--- src/design/srqe_pkg.sv ---
// Purpose: Shared constants and types for the service request and error queue
// Assumes: Single 100 MHz clock, synchronous active-low reset
// Notes:   Error codes are 16-bit two's complement values
//
// Behaviour
// Mask held as two-digit decimal, loaded by set command, returned by get.
// On each output buffer load, mask ANDed with status bits 1 to 6.
// Any enabled true status bit sets bit 7, request-service, raising request.
// Mask 32 enables only any-error bit, so errors raise requests.
// Mask codes add; 33 enables both error and overrange bits.
// Power-up and device clear set mask to zero, holding request false.
// Errors kept in an oldest-first queue holding up to 16 entries.
// Error while full overwrites newest with -350; later errors dropped.
// Power loss or clear-status empties queue; reset command leaves it.
// Reading an empty queue returns +0, meaning no error.
// Malformed command header queues code -102.
// Too few parameters queues code -115.
// Parameter of wrong type queues code -117.
// Invalid numeric or channel-list value queues code -120.
// Numeric parameter too large, exponent beyond 43, queues code -124.
// Negative value where not accepted queues code -125.
// Bit 1 overrange, 5 data available, 6 any error; error sets bit 5.
// Request-service clears once all mask-enabled status bits are false.
// Service request line asserted while request-service flag is true.
// Whole status byte cleared on each new input command string.
package srqe_pkg;

	// Status byte bit positions (bit n of the byte is index n-1)
	localparam int SRQE_BIT_OVERRANGE = 0;
	localparam int SRQE_BIT_DATA_AVAIL = 4;
	localparam int SRQE_BIT_ANY_ERROR = 5;
	localparam int SRQE_BIT_RQS = 6;
	localparam int SRQE_MASK_W = 6;
	localparam int SRQE_STAT_W = 8;

	localparam logic [SRQE_MASK_W-1:0] SRQE_MASK_RESET = 6'h00;
	localparam logic [SRQE_STAT_W-1:0] SRQE_STAT_RESET = 8'h00;
	// Of bits 1 to 6, hardware only ever sets bits 1, 5 and 6
	localparam logic [SRQE_MASK_W-1:0] SRQE_LIVE_BITS = 6'h31;
	localparam logic [SRQE_MASK_W-1:0] SRQE_TRIG_CLEAR = 6'h11;
	localparam logic [SRQE_MASK_W-1:0] SRQE_CMD_CLEAR = 6'h31;

	// Decimal conversion of the mask
	localparam logic [3:0] SRQE_DEC_TEN = 4'ha;
	localparam logic [3:0] SRQE_DEC_MAX_DIGIT = 4'h9;
	localparam logic [6:0] SRQE_MASK_MAX = 7'h3f;

	// Error queue
	localparam int SRQE_ERR_W = 16;
	localparam int SRQE_QUEUE_DEPTH = 16;
	// -102, -115, -117, -120, -124, -125, -350, +0
	localparam logic [SRQE_ERR_W-1:0] SRQE_CODE_SYNTAX = 16'hff9a;
	localparam logic [SRQE_ERR_W-1:0] SRQE_CODE_MISSING = 16'hff8d;
	localparam logic [SRQE_ERR_W-1:0] SRQE_CODE_TYPE = 16'hff8b;
	localparam logic [SRQE_ERR_W-1:0] SRQE_CODE_NUM_INV = 16'hff88;
	localparam logic [SRQE_ERR_W-1:0] SRQE_CODE_OVERFLOW = 16'hff84;
	localparam logic [SRQE_ERR_W-1:0] SRQE_CODE_NEGATIVE = 16'hff83;
	localparam logic [SRQE_ERR_W-1:0] SRQE_CODE_TOO_MANY = 16'hfea2;
	localparam logic [SRQE_ERR_W-1:0] SRQE_CODE_NONE = 16'h0000;

	typedef enum logic [2:0] {
		SRQE_ERR_SYNTAX   = 3'h0,
		SRQE_ERR_MISSING  = 3'h1,
		SRQE_ERR_TYPE     = 3'h3,
		SRQE_ERR_NUM_INV  = 3'h2,
		SRQE_ERR_OVERFLOW = 3'h6,
		SRQE_ERR_NEGATIVE = 3'h7,
		SRQE_ERR_OTHER    = 3'h5
	} srqe_err_kind_t;

	// Status events from the instrument, one-cycle pulses
	typedef struct packed {
		logic overrange;
		logic buf_load;
		logic buf_read;
		logic dev_cmd;
		logic trigger;
		logic new_string;
	} srqe_stat_ev_t;

	// Error report from the command parser
	typedef struct packed {
		logic                  valid;
		srqe_err_kind_t        kind;
		logic [SRQE_ERR_W-1:0] code;
	} srqe_err_rep_t;

endpackage

--- src/design/srqe_err_fifo.sv ---
// Purpose: Oldest-first error queue with overflow marking
// Assumes: Writes and reads are one-cycle pulses on the same clock
// Notes:   A full queue absorbs further errors into its newest entry
`timescale 1ns/1ps
module srqe_err_fifo
	import srqe_pkg::*;
#(
	parameter int DEPTH = SRQE_QUEUE_DEPTH,
	parameter int AW    = $clog2(DEPTH)
) (
	// Clock and reset
	input  wire logic                  i_sys_clk,
	input  wire logic                  i_rst_b,
	// Control
	input  wire logic                  i_clear,
	input  wire logic                  i_wr,
	input  wire logic [SRQE_ERR_W-1:0] i_wr_code,
	input  wire logic                  i_rd,
	// Read answer
	output logic      [SRQE_ERR_W-1:0] o_rd_code,
	output logic                       o_rd_valid,
	output logic      [AW:0]           o_count
);

	logic [SRQE_ERR_W-1:0] mem [DEPTH];
	logic [AW-1:0]         wr_ptr;
	logic [AW-1:0]         rd_ptr;
	logic [AW:0]           count;

	localparam logic [AW:0]   FULL_COUNT = (AW+1)'(DEPTH);
	localparam logic [AW-1:0] LAST_PTR = AW'(DEPTH - 1);
	localparam logic [AW-1:0] PTR_ONE = AW'(1);
	localparam logic [AW:0]   CNT_ONE = (AW+1)'(1);

	wire       empty = (count == '0);
	wire       full = (count == FULL_COUNT);
	wire       do_rd = i_rd && !empty;
	// A read in the same cycle frees a slot for a normal write
	wire       do_push = i_wr && (!full || do_rd);
	wire       do_mark = i_wr && full && !do_rd;
	wire [AW-1:0] newest_ptr = (wr_ptr == '0) ? LAST_PTR : wr_ptr - PTR_ONE;

	function automatic logic [AW-1:0] ptr_inc(input logic [AW-1:0] p);
		ptr_inc = (p == LAST_PTR) ? '0 : p + PTR_ONE;
	endfunction

	always_ff @(posedge i_sys_clk) begin
		// Store in arrival order
		if (do_push) begin
			mem[wr_ptr] <= i_wr_code;
		end
		// Overflow marks newest
		else if (do_mark) begin
			mem[newest_ptr] <= SRQE_CODE_TOO_MANY;
		end
	end

	always_ff @(posedge i_sys_clk) begin
		if (!i_rst_b || i_clear) begin
			// Clear empties queue
			wr_ptr <= '0;
			rd_ptr <= '0;
			count  <= '0;
		end else begin
			if (do_push) begin
				wr_ptr <= ptr_inc(wr_ptr);
			end
			if (do_rd) begin
				rd_ptr <= ptr_inc(rd_ptr);
			end
			if (do_push && !do_rd) begin
				count <= count + CNT_ONE;
			end else if (do_rd && !do_push) begin
				count <= count - CNT_ONE;
			end
		end
	end

	always_ff @(posedge i_sys_clk) begin
		if (!i_rst_b) begin
			o_rd_code  <= SRQE_CODE_NONE;
			o_rd_valid <= 1'b0;
		end else begin
			o_rd_valid <= i_rd;
			if (i_rd) begin
				// Empty reads zero
				o_rd_code <= empty ? SRQE_CODE_NONE : mem[rd_ptr];
			end
		end
	end

	assign o_count = count;

endmodule

--- src/design/srqe_err_map.sv ---
// Purpose: Map an error kind to its queued code
// Assumes: Kind OTHER passes the parser-supplied code through
// Notes:   Purely combinational
`timescale 1ns/1ps
module srqe_err_map
	import srqe_pkg::*;
(
	// Error report
	input  wire srqe_err_kind_t        i_kind,
	input  wire logic [SRQE_ERR_W-1:0] i_code,
	// Mapped code
	output logic      [SRQE_ERR_W-1:0] o_code
);

	always_comb begin
		unique case (i_kind)
			// Header syntax
			SRQE_ERR_SYNTAX:   o_code = SRQE_CODE_SYNTAX;
			// Missing parameter
			SRQE_ERR_MISSING:  o_code = SRQE_CODE_MISSING;
			// Parameter type
			SRQE_ERR_TYPE:     o_code = SRQE_CODE_TYPE;
			// Numeric invalid
			SRQE_ERR_NUM_INV:  o_code = SRQE_CODE_NUM_INV;
			// Value overflow
			SRQE_ERR_OVERFLOW: o_code = SRQE_CODE_OVERFLOW;
			// Negative value
			SRQE_ERR_NEGATIVE: o_code = SRQE_CODE_NEGATIVE;
			SRQE_ERR_OTHER:    o_code = i_code;
			default:           o_code = i_code;
		endcase
	end

endmodule

--- src/design/srqe_top.sv ---
// Purpose: Service request logic and error queue of the remote interface
// Assumes: All inputs come from logic on i_sys_clk, so none is synchronised
// Notes:   Reset stands for power-up; the reset command is not wired here
`timescale 1ns/1ps
module srqe_top
	import srqe_pkg::*;
#(
	parameter int DEPTH = SRQE_QUEUE_DEPTH
) (
	// Clock and reset
	input  wire logic                  i_sys_clk,
	input  wire logic                  i_rst_b,
	// Mask commands, value as two decimal digits
	input  wire logic                  i_set_request_mask_command,
	input  wire logic [3:0]            i_mask_tens,
	input  wire logic [3:0]            i_mask_ones,
	input  wire logic                  i_get_request_mask_command,
	input  wire logic                  i_device_clear,
	// Status events
	input  wire srqe_stat_ev_t         i_stat_ev,
	// Error queue access
	input  wire srqe_err_rep_t         i_err,
	input  wire logic                  i_err_read,
	input  wire logic                  i_clear_status,
	// Mask readback
	output logic      [3:0]            o_mask_tens,
	output logic      [3:0]            o_mask_ones,
	output logic                       o_mask_valid,
	// Serial poll byte and bus service request
	output logic      [SRQE_STAT_W-1:0] o_status_byte,
	output logic                       o_srq,
	// Error queue answer
	output logic      [SRQE_ERR_W-1:0] o_err_code,
	output logic                       o_err_valid,
	output logic      [$clog2(DEPTH):0] o_err_count
);

	logic [SRQE_MASK_W-1:0] service_request_enable_mask;
	logic [SRQE_MASK_W-1:0] stat_low;
	logic                   request_service_flag;

	// Decimal to binary; values above 63 would not fit six bits
	function automatic logic [6:0] dec_to_bin(input logic [3:0] tens,
			input logic [3:0] ones);
		logic [7:0] prod;
		prod = {4'h0, tens} * {4'h0, SRQE_DEC_TEN};
		dec_to_bin = 7'(prod) + {3'h0, ones};
	endfunction

	function automatic logic [7:0] bin_to_dec(input logic [5:0] v);
		logic [5:0] t;
		logic [5:0] o;
		t = 6'(v / 6'(SRQE_DEC_TEN));
		o = 6'(v % 6'(SRQE_DEC_TEN));
		bin_to_dec = {t[3:0], o[3:0]};
	endfunction

	// Mask write decode
	wire [6:0] mask_in = dec_to_bin(i_mask_tens, i_mask_ones);
	wire       digits_ok = (i_mask_tens <= SRQE_DEC_MAX_DIGIT) &&
			(i_mask_ones <= SRQE_DEC_MAX_DIGIT) &&
			(mask_in <= SRQE_MASK_MAX);
	wire       mask_wr = i_set_request_mask_command && digits_ok;
	wire [SRQE_MASK_W-1:0] next_mask =
			i_device_clear ? SRQE_MASK_RESET :
			mask_wr        ? mask_in[SRQE_MASK_W-1:0] :
			service_request_enable_mask;
	wire [7:0] mask_dec = bin_to_dec(service_request_enable_mask);

	// Mask load and clear
	always_ff @(posedge i_sys_clk) begin
		if (!i_rst_b) begin
			// Power-up mask zero
			service_request_enable_mask <= SRQE_MASK_RESET;
		end else begin
			service_request_enable_mask <= next_mask;
		end
	end

	// Mask readback
	always_ff @(posedge i_sys_clk) begin
		if (!i_rst_b) begin
			o_mask_tens  <= 4'h0;
			o_mask_ones  <= 4'h0;
			o_mask_valid <= 1'b0;
		end else begin
			o_mask_valid <= i_get_request_mask_command;
			if (i_get_request_mask_command) begin
				o_mask_tens <= mask_dec[7:4];
				o_mask_ones <= mask_dec[3:0];
			end
		end
	end

	// An error loads an error message, so it counts as a buffer load
	wire err_ev = i_err.valid;
	wire buf_loaded = i_stat_ev.buf_load || err_ev;

	// Status bit sets; error also sets data available
	wire [SRQE_MASK_W-1:0] stat_set =
			({SRQE_MASK_W{i_stat_ev.overrange}} &
			 (6'h01 << SRQE_BIT_OVERRANGE)) |
			({SRQE_MASK_W{buf_loaded}} & (6'h01 << SRQE_BIT_DATA_AVAIL)) |
			({SRQE_MASK_W{err_ev}} & (6'h01 << SRQE_BIT_ANY_ERROR));

	// New string clears all
	wire [SRQE_MASK_W-1:0] stat_clr =
			({SRQE_MASK_W{i_stat_ev.new_string}} & SRQE_LIVE_BITS) |
			({SRQE_MASK_W{i_stat_ev.dev_cmd || i_stat_ev.buf_read}} &
			 SRQE_CMD_CLEAR) |
			({SRQE_MASK_W{i_stat_ev.trigger}} & SRQE_TRIG_CLEAR);

	// Set wins so an event in a clearing cycle is kept
	wire [SRQE_MASK_W-1:0] next_stat =
			((stat_low & ~stat_clr) | stat_set) & SRQE_LIVE_BITS;

	// Mask AND status bits
	wire [SRQE_MASK_W-1:0] enabled_bits = next_mask & next_stat;
	wire                   any_enabled = |enabled_bits;

	// Set on load; clear when none enabled
	wire next_rqs = (buf_loaded && any_enabled) ||
			(request_service_flag && any_enabled);

	always_ff @(posedge i_sys_clk) begin
		if (!i_rst_b) begin
			stat_low             <= SRQE_STAT_RESET[SRQE_MASK_W-1:0];
			request_service_flag <= 1'b0;
			o_status_byte        <= SRQE_STAT_RESET;
			o_srq                <= 1'b0;
		end else begin
			stat_low             <= next_stat;
			request_service_flag <= next_rqs;
			o_status_byte        <= {1'b0, next_rqs, next_stat};
			// Drive service request
			o_srq                <= next_rqs;
		end
	end

	wire [SRQE_ERR_W-1:0] mapped_code;

	srqe_err_map u_err_map (
		.i_kind (i_err.kind),
		.i_code (i_err.code),
		.o_code (mapped_code)
	);

	srqe_err_fifo #(
		.DEPTH (DEPTH)
	) u_err_fifo (
		.i_sys_clk  (i_sys_clk),
		.i_rst_b    (i_rst_b),
		.i_clear    (i_clear_status),
		.i_wr       (err_ev),
		.i_wr_code  (mapped_code),
		.i_rd       (i_err_read),
		.o_rd_code  (o_err_code),
		.o_rd_valid (o_err_valid),
		.o_count    (o_err_count)
	);

endmodule

--- config.mk ---
export PLATFORM = sky130hd
export DESIGN_NAME = srqe_top
export DESIGN_NICKNAME = d
export VERILOG_FILES = /design/src/design/srqe_pkg.sv /design/src/design/srqe_err_fifo.sv /design/src/design/srqe_err_map.sv /design/src/design/srqe_top.sv
export SDC_FILE = /design/constraint.sdc
export NUM_CORES = 1
export LEC_CHECK = 0
export ABC_CLOCK_PERIOD_IN_PS = 3200
export CAP_MARGIN = 20
export CORE_MARGIN = 8
export CORE_UTILIZATION = 57
export CTS_BUF_LIST = sky130_fd_sc_hd__clkbuf_16
export DETAILED_ROUTE_END_ITERATION = 10
export DONT_BUFFER_PORTS = 1
export GPL_ROUTABILITY_DRIVEN = 0
export GPL_TIMING_DRIVEN = 1
export HOLD_SLACK_MARGIN = 0.12
export PLACE_DENSITY = 0.85
export SLEW_MARGIN = 0
export SYNTH_ARGS = -nofsm -noshare
export SYNTH_HDL_FRONTEND = slang
export SYNTH_HIERARCHICAL = 1
export SYNTH_SLANG_ARGS = --single-unit
--- constraint.sdc ---
create_clock -name i_sys_clk -period 3.2 [get_ports i_sys_clk]
set_input_delay 0 -clock i_sys_clk [delete_from_list [all_inputs] [get_ports i_sys_clk]]
set_output_delay 0 -clock i_sys_clk [all_outputs]
set_load 0.05 [all_outputs]
==> results of run 1 <==
-- timing repair --
item                                   in CTS  in global routing
endpoints found under the hold margin     301                  0
setup endpoints to repair                   0                  1
gates resized for setup                     0                  1
hold buffers                               37                  0
-- power by group --
| part | switching [uW] | internal (uW) | leakage (uW) |
|---|---|---|---|
| logic | 460 | 307 | 0.00149 |
| registers | 214 | 4440 | 0.00271 |
| clock network | 1470 | 2300 | 0.000531 |
| total | 2140 | 7050 | 0.00473 |
-- state kept, by name, summed over array words and instances, names as in the netlist, 4 cells and up, named ones only --
signal,cells
u_err_fifo/o_count,5
u_err_fifo/rd_ptr,4
service_request_enable_mask,6
u_err_fifo/wr_ptr,4
u_err_fifo/o_rd_code,16
u_err_fifo/mem,256
o_status_byte,4
o_mask_ones,4
-- final cells by class --
cell class                 count  area [sq um]  share of cell area
sequential                   308          8730               0.592
clock inverter                25           335              0.0227
timing repair buffer          71           676              0.0458
multi-input combinational    379          3860               0.262
inverter                      17          63.8             0.00432
clock buffer                  29           726              0.0492
tap                          285           357              0.0242
-- worst max-delay path by stage --
stage | to | from
floorplan | u_err_fifo/mem[4][0] | u_err_fifo/wr_ptr[0]
global placement | u_err_fifo/o_count[4] | u_err_fifo/o_count[0]
detailed placement | u_err_fifo/o_count[4] | u_err_fifo/o_count[0]
CTS | u_err_fifo/o_count[4] | u_err_fifo/o_count[0]
global route | u_err_fifo/mem[1][1] | u_err_fifo/wr_ptr[0]
finish | u_err_fifo/mem[5][6] | u_err_fifo/wr_ptr[0]
-- cell usage in the layout, fill, tap and decap left out, types with 6 or more instances in the layout --
master	count
a211oi_1	6
a21oi_1	17
a22oi_1	8
a22oi_2	11
and2_1	6
buf_4	30
bufinv_16	8
clkbuf_16	29
dfxtp_1	50
dlygate4sd3_1	37
edfxtp_1	256
ha_1	15
inv_1	20
mux2_2	19
mux2i_1	32
mux4_2	64
nand2b_1	16
nor2_1	39
nor2b_1	13
nor3b_2	8
o21ai_0	9
o21ai_1	20
or2_1	10
xnor2_1	7
xor2_1	6
-- routing by layer --
layer / wire length [um] / track usage
met4: 1190 / 0.0913
met2: 14400 / 0.356
met3: 2160 / 0.0371
met5: 0 / 0
met1: 11100 / 0.258
-- kinds of logic after synthesis --
logic type / count (synthesis) / share of synthesized area
adders and majority gates: 19 / 0.0201
other: 1 / 0.000292
muxes: 116 / 0.155
buffers and inverters: 62 / 0.0251
AOI/OAI and AO/OA: 99 / 0.0559
DFF: 308 / 0.679
xor gates and xnor gates: 13 / 0.00886
and+or+nand+nor: 127 / 0.0563
-- through the flow --
stage | area, sq um | utilization | worst slack (ns)
2_1_floorplan | 12900 | - | -0.0717
3_3_place_gp | 13300 | 0.596 | 0.338
3_5_place_dp | 13300 | 0.596 | 0.170
4_1_cts | 14800 | 0.660 | 0.152
5_1_grt | 14800 | 0.660 | 0.0143
6_report | 14800 | 0.660 | 0.150
-- worst min-delay path: stages --
cell,delay [ns]
fa_1,0.20
a21oi_1,0.08
nor2b_1,0.13
xnor2_1,0.10
nand3b_1,0.09
a31oi_1,0.08
==> results.md, run 1 <==
- The worst setup skew after layout is about 0.013 ns.
- The post-detailed-route count of antenna-violating nets is 0.
- Data on the critical path is required at its endpoint by about 3.4 ns.
- The final-report hold violation count is 0.
- The maximum clock rate is 328 MHz.
- TritonCTS built the clock tree.
- The placeable core region is roughly 0.022 sq mm.
- Across all register-to-register paths, the minimum setup slack is 0.15 ns.
- For this run, the register share of the synthesized area comes to 0.679.
- The layout net count is slightly below 900.
- The cell count after placement is roughly 1000.
- Buffers added to address setup during post-CTS repair amount to 0.
- The count of placed standard cells in the final layout, fillers left out is ~1100.
- The distinct cell type count of the synthesized netlist is 68.
- In the routed design, unresolved DRC markers number 0.
- Setup violations remaining at the end of the flow were counted as 0.
- The H-tree depth is 1.
- For this run, the total global-route usage over all layers was measured as 0.208.
- The run finished with clean final reports.
- From synthesis to final layout, the design area changed by 14.8%.
- The maximum clock insertion buffer count is 3.
- The final worst-path cycle share is 0.953.
- edfxtp_1 is the most common cell in the netlist.
- For the worst-skew pair, the clock arrives at the later sink with an insertion delay of approximately 0.56 ns.
- Data on the critical path arrives at its endpoint at between 3 and 4 ns.
- STA classifies the critical path endpoint as a register.
- After legalization and detailed placement, the total HPWL measured 17.3 mm.
- The die covers between 0.02 and 0.03 sq mm.
- Counting the fill cells in the layout gives roughly 1300.
- The max capacitance violation total is 0.
- Clock-pin slew was measured on the worst setup and hold paths at about 0.06 ns.
- Measured along the x axis, the die boundary spans 166 um.
- Setup repair after global routing left no endpoint under its margin.
- The leakage power total is roughly 0.0047 uW.
- The worst hold path begins at i_mask_tens[1].
- The aggregate negative setup slack is 0 ns.
- The overall die height is approximately 170 um.
- Power spread over the standard cell area amounts to ~620 mW/mm^2.
- The share of final-layout standard cells stronger than drive strength 1 is 0.239.
- The nature of the critical path startpoint is a register.
- The average wire per standard cell is approximately 26 um.
- After detailed routing, the number of vias per cell comes to 6.45.
- The routed design has 28.8 mm of wire.
- The initial antenna violation count is 0.
- The path with the worst hold slack has its endpoint at o_status_byte[6].
- The kind of cell adding the most delay to the critical path is compound AO/OA/AOI/OAI gates.
- The proportion of register bits with asynchronous set or reset after synthesis is 0.
- The root buffer cell is clkbuf_16.
- The critical path is of the reg -> reg type.
- The stage delay of the slowest cell on the critical path is roughly 0.52 ns.
- Of all nets on the critical path, the largest fanout is 16.
- The average cell area after synthesis is ~17 sq um.
- The cell type with the largest total area after synthesis is edfxtp_1.
- The startpoint identified for the worst register-to-register timing path is u_err_fifo/wr_ptr[0].
- Final hold analysis gives a worst-case slack of 0.149 ns.
- The share of Yosys cell area claimed by the top area cell type is 0.598.
- In this run the cell area of the synthesized design comes to ~0.013 sq mm.
- Traced cell by cell, the critical path runs through inv_1, ha_1, or3b_2, a2111oi_0, o21ai_1, nor2_1, buf_4.
- The total number of clock tree sinks is 308.
- The class of the tightest hold or removal check is in -> reg.
- Input and output buffers added on the ports amount to 0.
- In this run the tightest slew margin relative to its limit is 0.332.
- The number of warning messages in the yosys log is 6.
- The count of antenna diodes in the layout is 0.
- The total overflow left after global routing is 0.
- The number of buffer and inverter stages on the critical path is 2.
- In this run the count of I/O pins placed on the die edge is between 80 and 90.
- VDD sags by at most ~0.49 mV.
- The critical path crosses 7 cells after its start point.
- For the worst flop-to-flop path, the logic depth is 7.
- The floorplan has 55 rows.
- The number of global-route vias before repair is 7600.
- The first-pass GRT wire length is 44.9 mm.
- The effective utilization at floorplan is 0.575.
- The count of final max-slew check failures is 0.
- The first-pass iteration count of the detailed router is 5.
- The number of clock buffers added by TritonCTS is 29.
- Entering global routing, the biggest net connects 35 pins.
- By area the synthesized netlist is led by edfxtp_1 (60%), mux4_2 (11%), dfxtp_1 (8.1%).
- The number of cells on the worst hold path is 6.
- At the pin with the least slew margin, the transition time is ~1.0 ns.
- Synthesis inferred between 300 and 400 register bits.
- The synthesized design contains between 200 and 300 enable-type register cells.
- The prevailing post-synth register cell is edfxtp_1.
- The total vias in the final route is around 7200.
- By count the netlist is led by edfxtp_1 (256), mux4_2 (64), dfxtp_1 (52).
- The gate count after technology mapping is between 700 and 800.
- The slowest cell on the critical path is or3b_2.
- For this block, the initial DRC count from the detailed router was 840.
- The shortest period the worst path allows is between 3 and 4 ns.
- The overall power consumption is a little over 9000 uW.
- The endpoint identified for the worst register-to-register timing path is u_err_fifo/mem[5][6].
(Power assumes the default switching activity.)
==> run 2: changes to the inputs <==
--- a/config.mk
+++ b/config.mk
@@ -5,6 +5,7 @@
 export SDC_FILE = /design/constraint.sdc
 export NUM_CORES = 1
 export LEC_CHECK = 0
+export ABC_AREA = 1
 export ABC_CLOCK_PERIOD_IN_PS = 3200
 export CAP_MARGIN = 20
 export CORE_MARGIN = 8
==> results.md, run 2 <==
- The largest vdd supply drop is 0.437 mV (-11%).
- The setup-violating endpoint count in the final report came to 0 (unchanged).
- The aggregate negative setup slack came to 0 ns (unchanged).
- The area of the mapped netlist is 0.0140 sq mm (+8.8%).
- The sequential share of power came to 0.506 (about the same).
- The gate count after technology mapping was 1485 (+99%).
- The run finished with clean final reports.
- The max capacitance violation total is 0 (unchanged).
- The number of synthesized flops with an enable pin came to 256 (unchanged).
- The proportion of total power due to net switching was 0.257 (+0.0243).
- The average wire per standard cell is 19.1 um (-26%).
- From synthesis to final layout, the design area changed by 14.0%.
- The maximum clock insertion buffer count is 3 (unchanged).
- The final-report hold violation count is 0 (unchanged).
- The worst setup skew after layout is 0.0121 ns (-0.00119 ns).
- The number of I/O port buffers was 0 (unchanged).
- The total vias in the final route was 10700 (+49%).
- The biggest area contributor in the post-synthesis netlist is edfxtp_1.
- The post-CTS setup repair buffer count is 0 (unchanged).
- The floorplan row count is 57 (+3.6%).
- The power density of the placed cells came to 570 mW/mm^2 (-8.4%).
- The transition time at the pin with the least slew margin was 1.12 ns (+0.120 ns).
- The placeable core region is 0.0242 sq mm (+8.1%).
- Counting instances in the post-synthesis netlist gives the leading cell types as nand2_1 (432), inv_1 (260), edfxtp_1 (256).
- The min-delay analysis places its worst path in the category in -> reg.
- Among all cell types in the netlist, the one instantiated most often is nand2_1.
- The proportion of register bits with asynchronous set or reset after synthesis is 0 (unchanged).
- TritonCTS built the clock tree.
- The count of filler cells inserted in the layout was 1659 (+25%).
- The total detailed-routing wirelength is 36.2 mm (+26%).
- The number of cells on the worst hold path is 2 (-4).
- The origin of the worst setup path is i_mask_ones[3].
- The leakage power total came to 0.00689 uW (+46%).
- The mean number of vias per cell came to 5.63 (-13%).
- The cell count of the worst reg-to-reg path was 8 (+1).
- The worst-case headroom to the max-slew limit came to 0.254 (-0.0781).
- The sequential share of the synthesized area was 0.624 (-0.0552).
- The total congestion overflow came to 0 (unchanged).
- The share of Yosys cell area claimed by the top area cell type was 0.549 (-0.0486).
- The switching component of the power is 2340 uW (+9.3%).
- The CTS buffer count is 30 (+3.4%).
- For this design, the slowest cell found on the critical path is dlygate4sd3_1.
- The flop-to-flop setup slack is 0.53 ns (+0.38 ns).
- The type of destination of the critical path is a register.
- The total number of clock tree sinks is 308 (unchanged).
- The combinational group share of total power is 0.116 (+0.033).
- The clock insertion delay at the later pin of the skew report is 0.56 ns (about the same).
- The total internal power is 6760 uW (-4.1%).
- The shortest period the worst path allows came to 3.14 ns (+0.0912 ns).
- The count of placed standard cells in the final layout, fillers left out is 1898 (+70%).
- The top-level port count is 81 (unchanged).
- The critical path goes through dlygate4sd3_1, ha_1, dlygate4sd3_1, xor2_1, dlygate4sd3_1, o21ai_0, dlygate4sd3_1, a21oi_2, dlygate4sd3_1.
- The worst hold-check slack is 0.163 ns (+0.0142 ns).
- The stage delay of the slowest cell on the critical path came to 0.61 ns (+0.09 ns).
- The share of final-layout standard cells stronger than drive strength 1 is 0.0903 (-0.149).
- The startpoint identified for the worst register-to-register timing path is u_err_fifo/wr_ptr[0].
- By area the synthesized netlist is led by edfxtp_1 (55%), nand2_1 (12%), nand3_1 (8.1%).
- The number of flip-flops under the largest register name came to 256 (unchanged).
- For hold timing, the worst endpoint is u_err_fifo/mem[3][11].
- The number of global-route vias before repair is 10700 (+40%).
- The initial antenna violation count is 2 (+2).
- The distinct cell type count of the synthesized netlist is 35 (-49%).
- The flip-flop and latch count after synthesis is 308 (unchanged).
- In this run the clock root is driven by a clkbuf_16.
- The arrival time reported for the critical path endpoint is 3.58 ns (+0.29 ns).
- The maximum clock rate was 318 MHz (-2.9%).
- The worst hold path begins at i_err[11].
- The overall die height was 173 um (+3.9%).
- The detailed-placement wirelength estimate was 21.2 mm (+23%).
- The number of remaining DRC errors is 0 (unchanged).
- The layout net count is 1608 (+86%).
- Setup repair after global routing left no endpoint under its margin.
- The kind of cell adding the most delay to the critical path is buffers and inverters.
- The maximum fanout along the worst path came to 2 (-14).
- The number of warning messages in the yosys log is 6 (unchanged).
- The total track usage is 0.237 (+0.0284).
- The post-detailed-route count of antenna-violating nets is 0 (unchanged).
- Ranked by flip-flop count, first place goes to u_err_fifo/mem.
- The final worst-path cycle share is 0.982 (+0.0285).
- The cell with the most instances on the worst path is dlygate4sd3_1.
- In this run the critical register-to-register path is captured at u_err_fifo/mem[12][4].
- The nature of the critical path startpoint is an input port.
- The required time reported for the critical path endpoint is 3.64 ns (+0.20 ns).
- The critical path in this run is classified as in -> reg.
- The average cell area after synthesis is 9.42 sq um (-45%).
- The first-pass iteration count of the detailed router is 6 (+1).
- The H-tree depth was 1 (unchanged).
- The number of buffer and inverter stages on the critical path is 5 (+3).
- The first-pass GRT wire length is 57.1 mm (+27%).
- The cell count after placement is 1786 (+75%).
- The largest net degree at the start of global routing is 129 (+270%).
- The clock-pin slew of the registers on the worst-case setup and hold paths came to 0.06 ns (about the same).
- The violation count after the first detailed-routing iteration was 1354 (+61%).
- The most frequent standard cell in the layout excluding fill and tap cells is nand2_1.
- The power share of the clock group was 0.378 (-0.032).
- The effective utilization at floorplan was 0.579 (+0.00397).
- The count of final max-slew check failures is 0 (unchanged).
- The library cells used most frequently in the layout, excluding fill and tap cells, are nand2_1 (432), inv_1 (263), edfxtp_1 (256), nand3_1 (226), dlygate4sd3_1 (55).
- The die span in x came to 173 um (+3.9%).
- In the final layout, the registers with the most flip-flops are u_err_fifo/mem: 256 flops, u_err_fifo/o_rd_code: 16 flops, service_request_enable_mask: 6 flops.
- The overall die area is 0.0298 sq mm (+8.0%).
- The prevailing post-synth register cell is edfxtp_1.
run 2: cells by family (layout without fill, tap and decap cells):
| family | after synthesis | in the layout | synth area share |
|---|---|---|---|
| buffers and inverters | 332 | 415 | 0.0960 |
| AO/OA/AOI/OAI | 63 | 63 | 0.0257 |
| adder cells (fa/ha/maj) | 18 | 18 | 0.0177 |
| AND/OR/NAND/NOR | 754 | 754 | 0.231 |
| XOR/XNOR | 9 | 9 | 0.00563 |
| flip-flops | 308 | 308 | 0.624 |
| other | 1 | 7 | 0.000268 |
run 2: worst max path at each step:
| stage | end | slack, ns | depth (start not counted) |
|---|---|---|---|
| after floorplan | u_err_fifo/mem[9][0] | 0.55 | 9 |
| after global placement | u_err_fifo/mem[12][10] | 0.75 | 8 |
| after detailed placement | u_err_fifo/mem[12][10] | 0.66 | 8 |
| after CTS | service_request_enable_mask[3] | 0.16 | 9 |
| after global routing | service_request_enable_mask[3] | 0.007 | 9 |
| final | service_request_enable_mask[3] | 0.06 | 9 |
run 2: routing by layer:
metal	up-vias	wire (um)	GRT usage	part of all wire
met4	0	1720	0.124	0.047
met3	146	3900	0.0497	0.11
met1	4961	12800	0.282	0.35
li1	4859	-	-	-
met5	-	0	0	0
met2	718	17800	0.401	0.49
run 2: cell type report:
| cell class | instances | area [sq um] | area share |
|---|---|---|---|
| clock buffers | 31 | 776 | 0.0486 |
| multi-input cells | 849 | 3980 | 0.249 |
| flip-flops and latches | 308 | 8730 | 0.548 |
| well taps | 324 | 405 | 0.0254 |
| repair buffers | 92 | 853 | 0.0535 |
| inverters | 268 | 1010 | 0.0631 |
| diodes | 2 | 5.00 | 0.000314 |
| clock inverters | 24 | 191 | 0.0120 |
run 2: stage by stage:
| stage | power, uW | cell area [sq um] | setup WS [ns] | utilization |
|---|---|---|---|---|
| floorplan | 5360 | 14000 | 0.555 | - |
| global placement | 5600 | 14400 | 0.753 | 0.597 |
| detailed placement | 5630 | 14400 | 0.656 | 0.597 |
| CTS | 9090 | 15900 | 0.160 | 0.659 |
| global route | 9390 | 16000 | 0.00674 | 0.660 |
| finish | 9100 | 16000 | 0.0584 | 0.660 |
run 2: repair_timing:
action                                 CTS  global route
hold buffers                            55             0
endpoints found under the hold margin  401             0
setup endpoints to repair                0             1
gates resized for setup                  0             1
run 2: power by group through the flow:
stage | registers, uW | logic (uW) | clock network, uW
floorplan | 4710 | 647 | 0
global placement | 4690 | 910 | 0
detailed placement | 4690 | 942 | 0
CTS | 4610 | 1020 | 3470
global route | 4610 | 1150 | 3620
finish | 4610 | 1060 | 3430
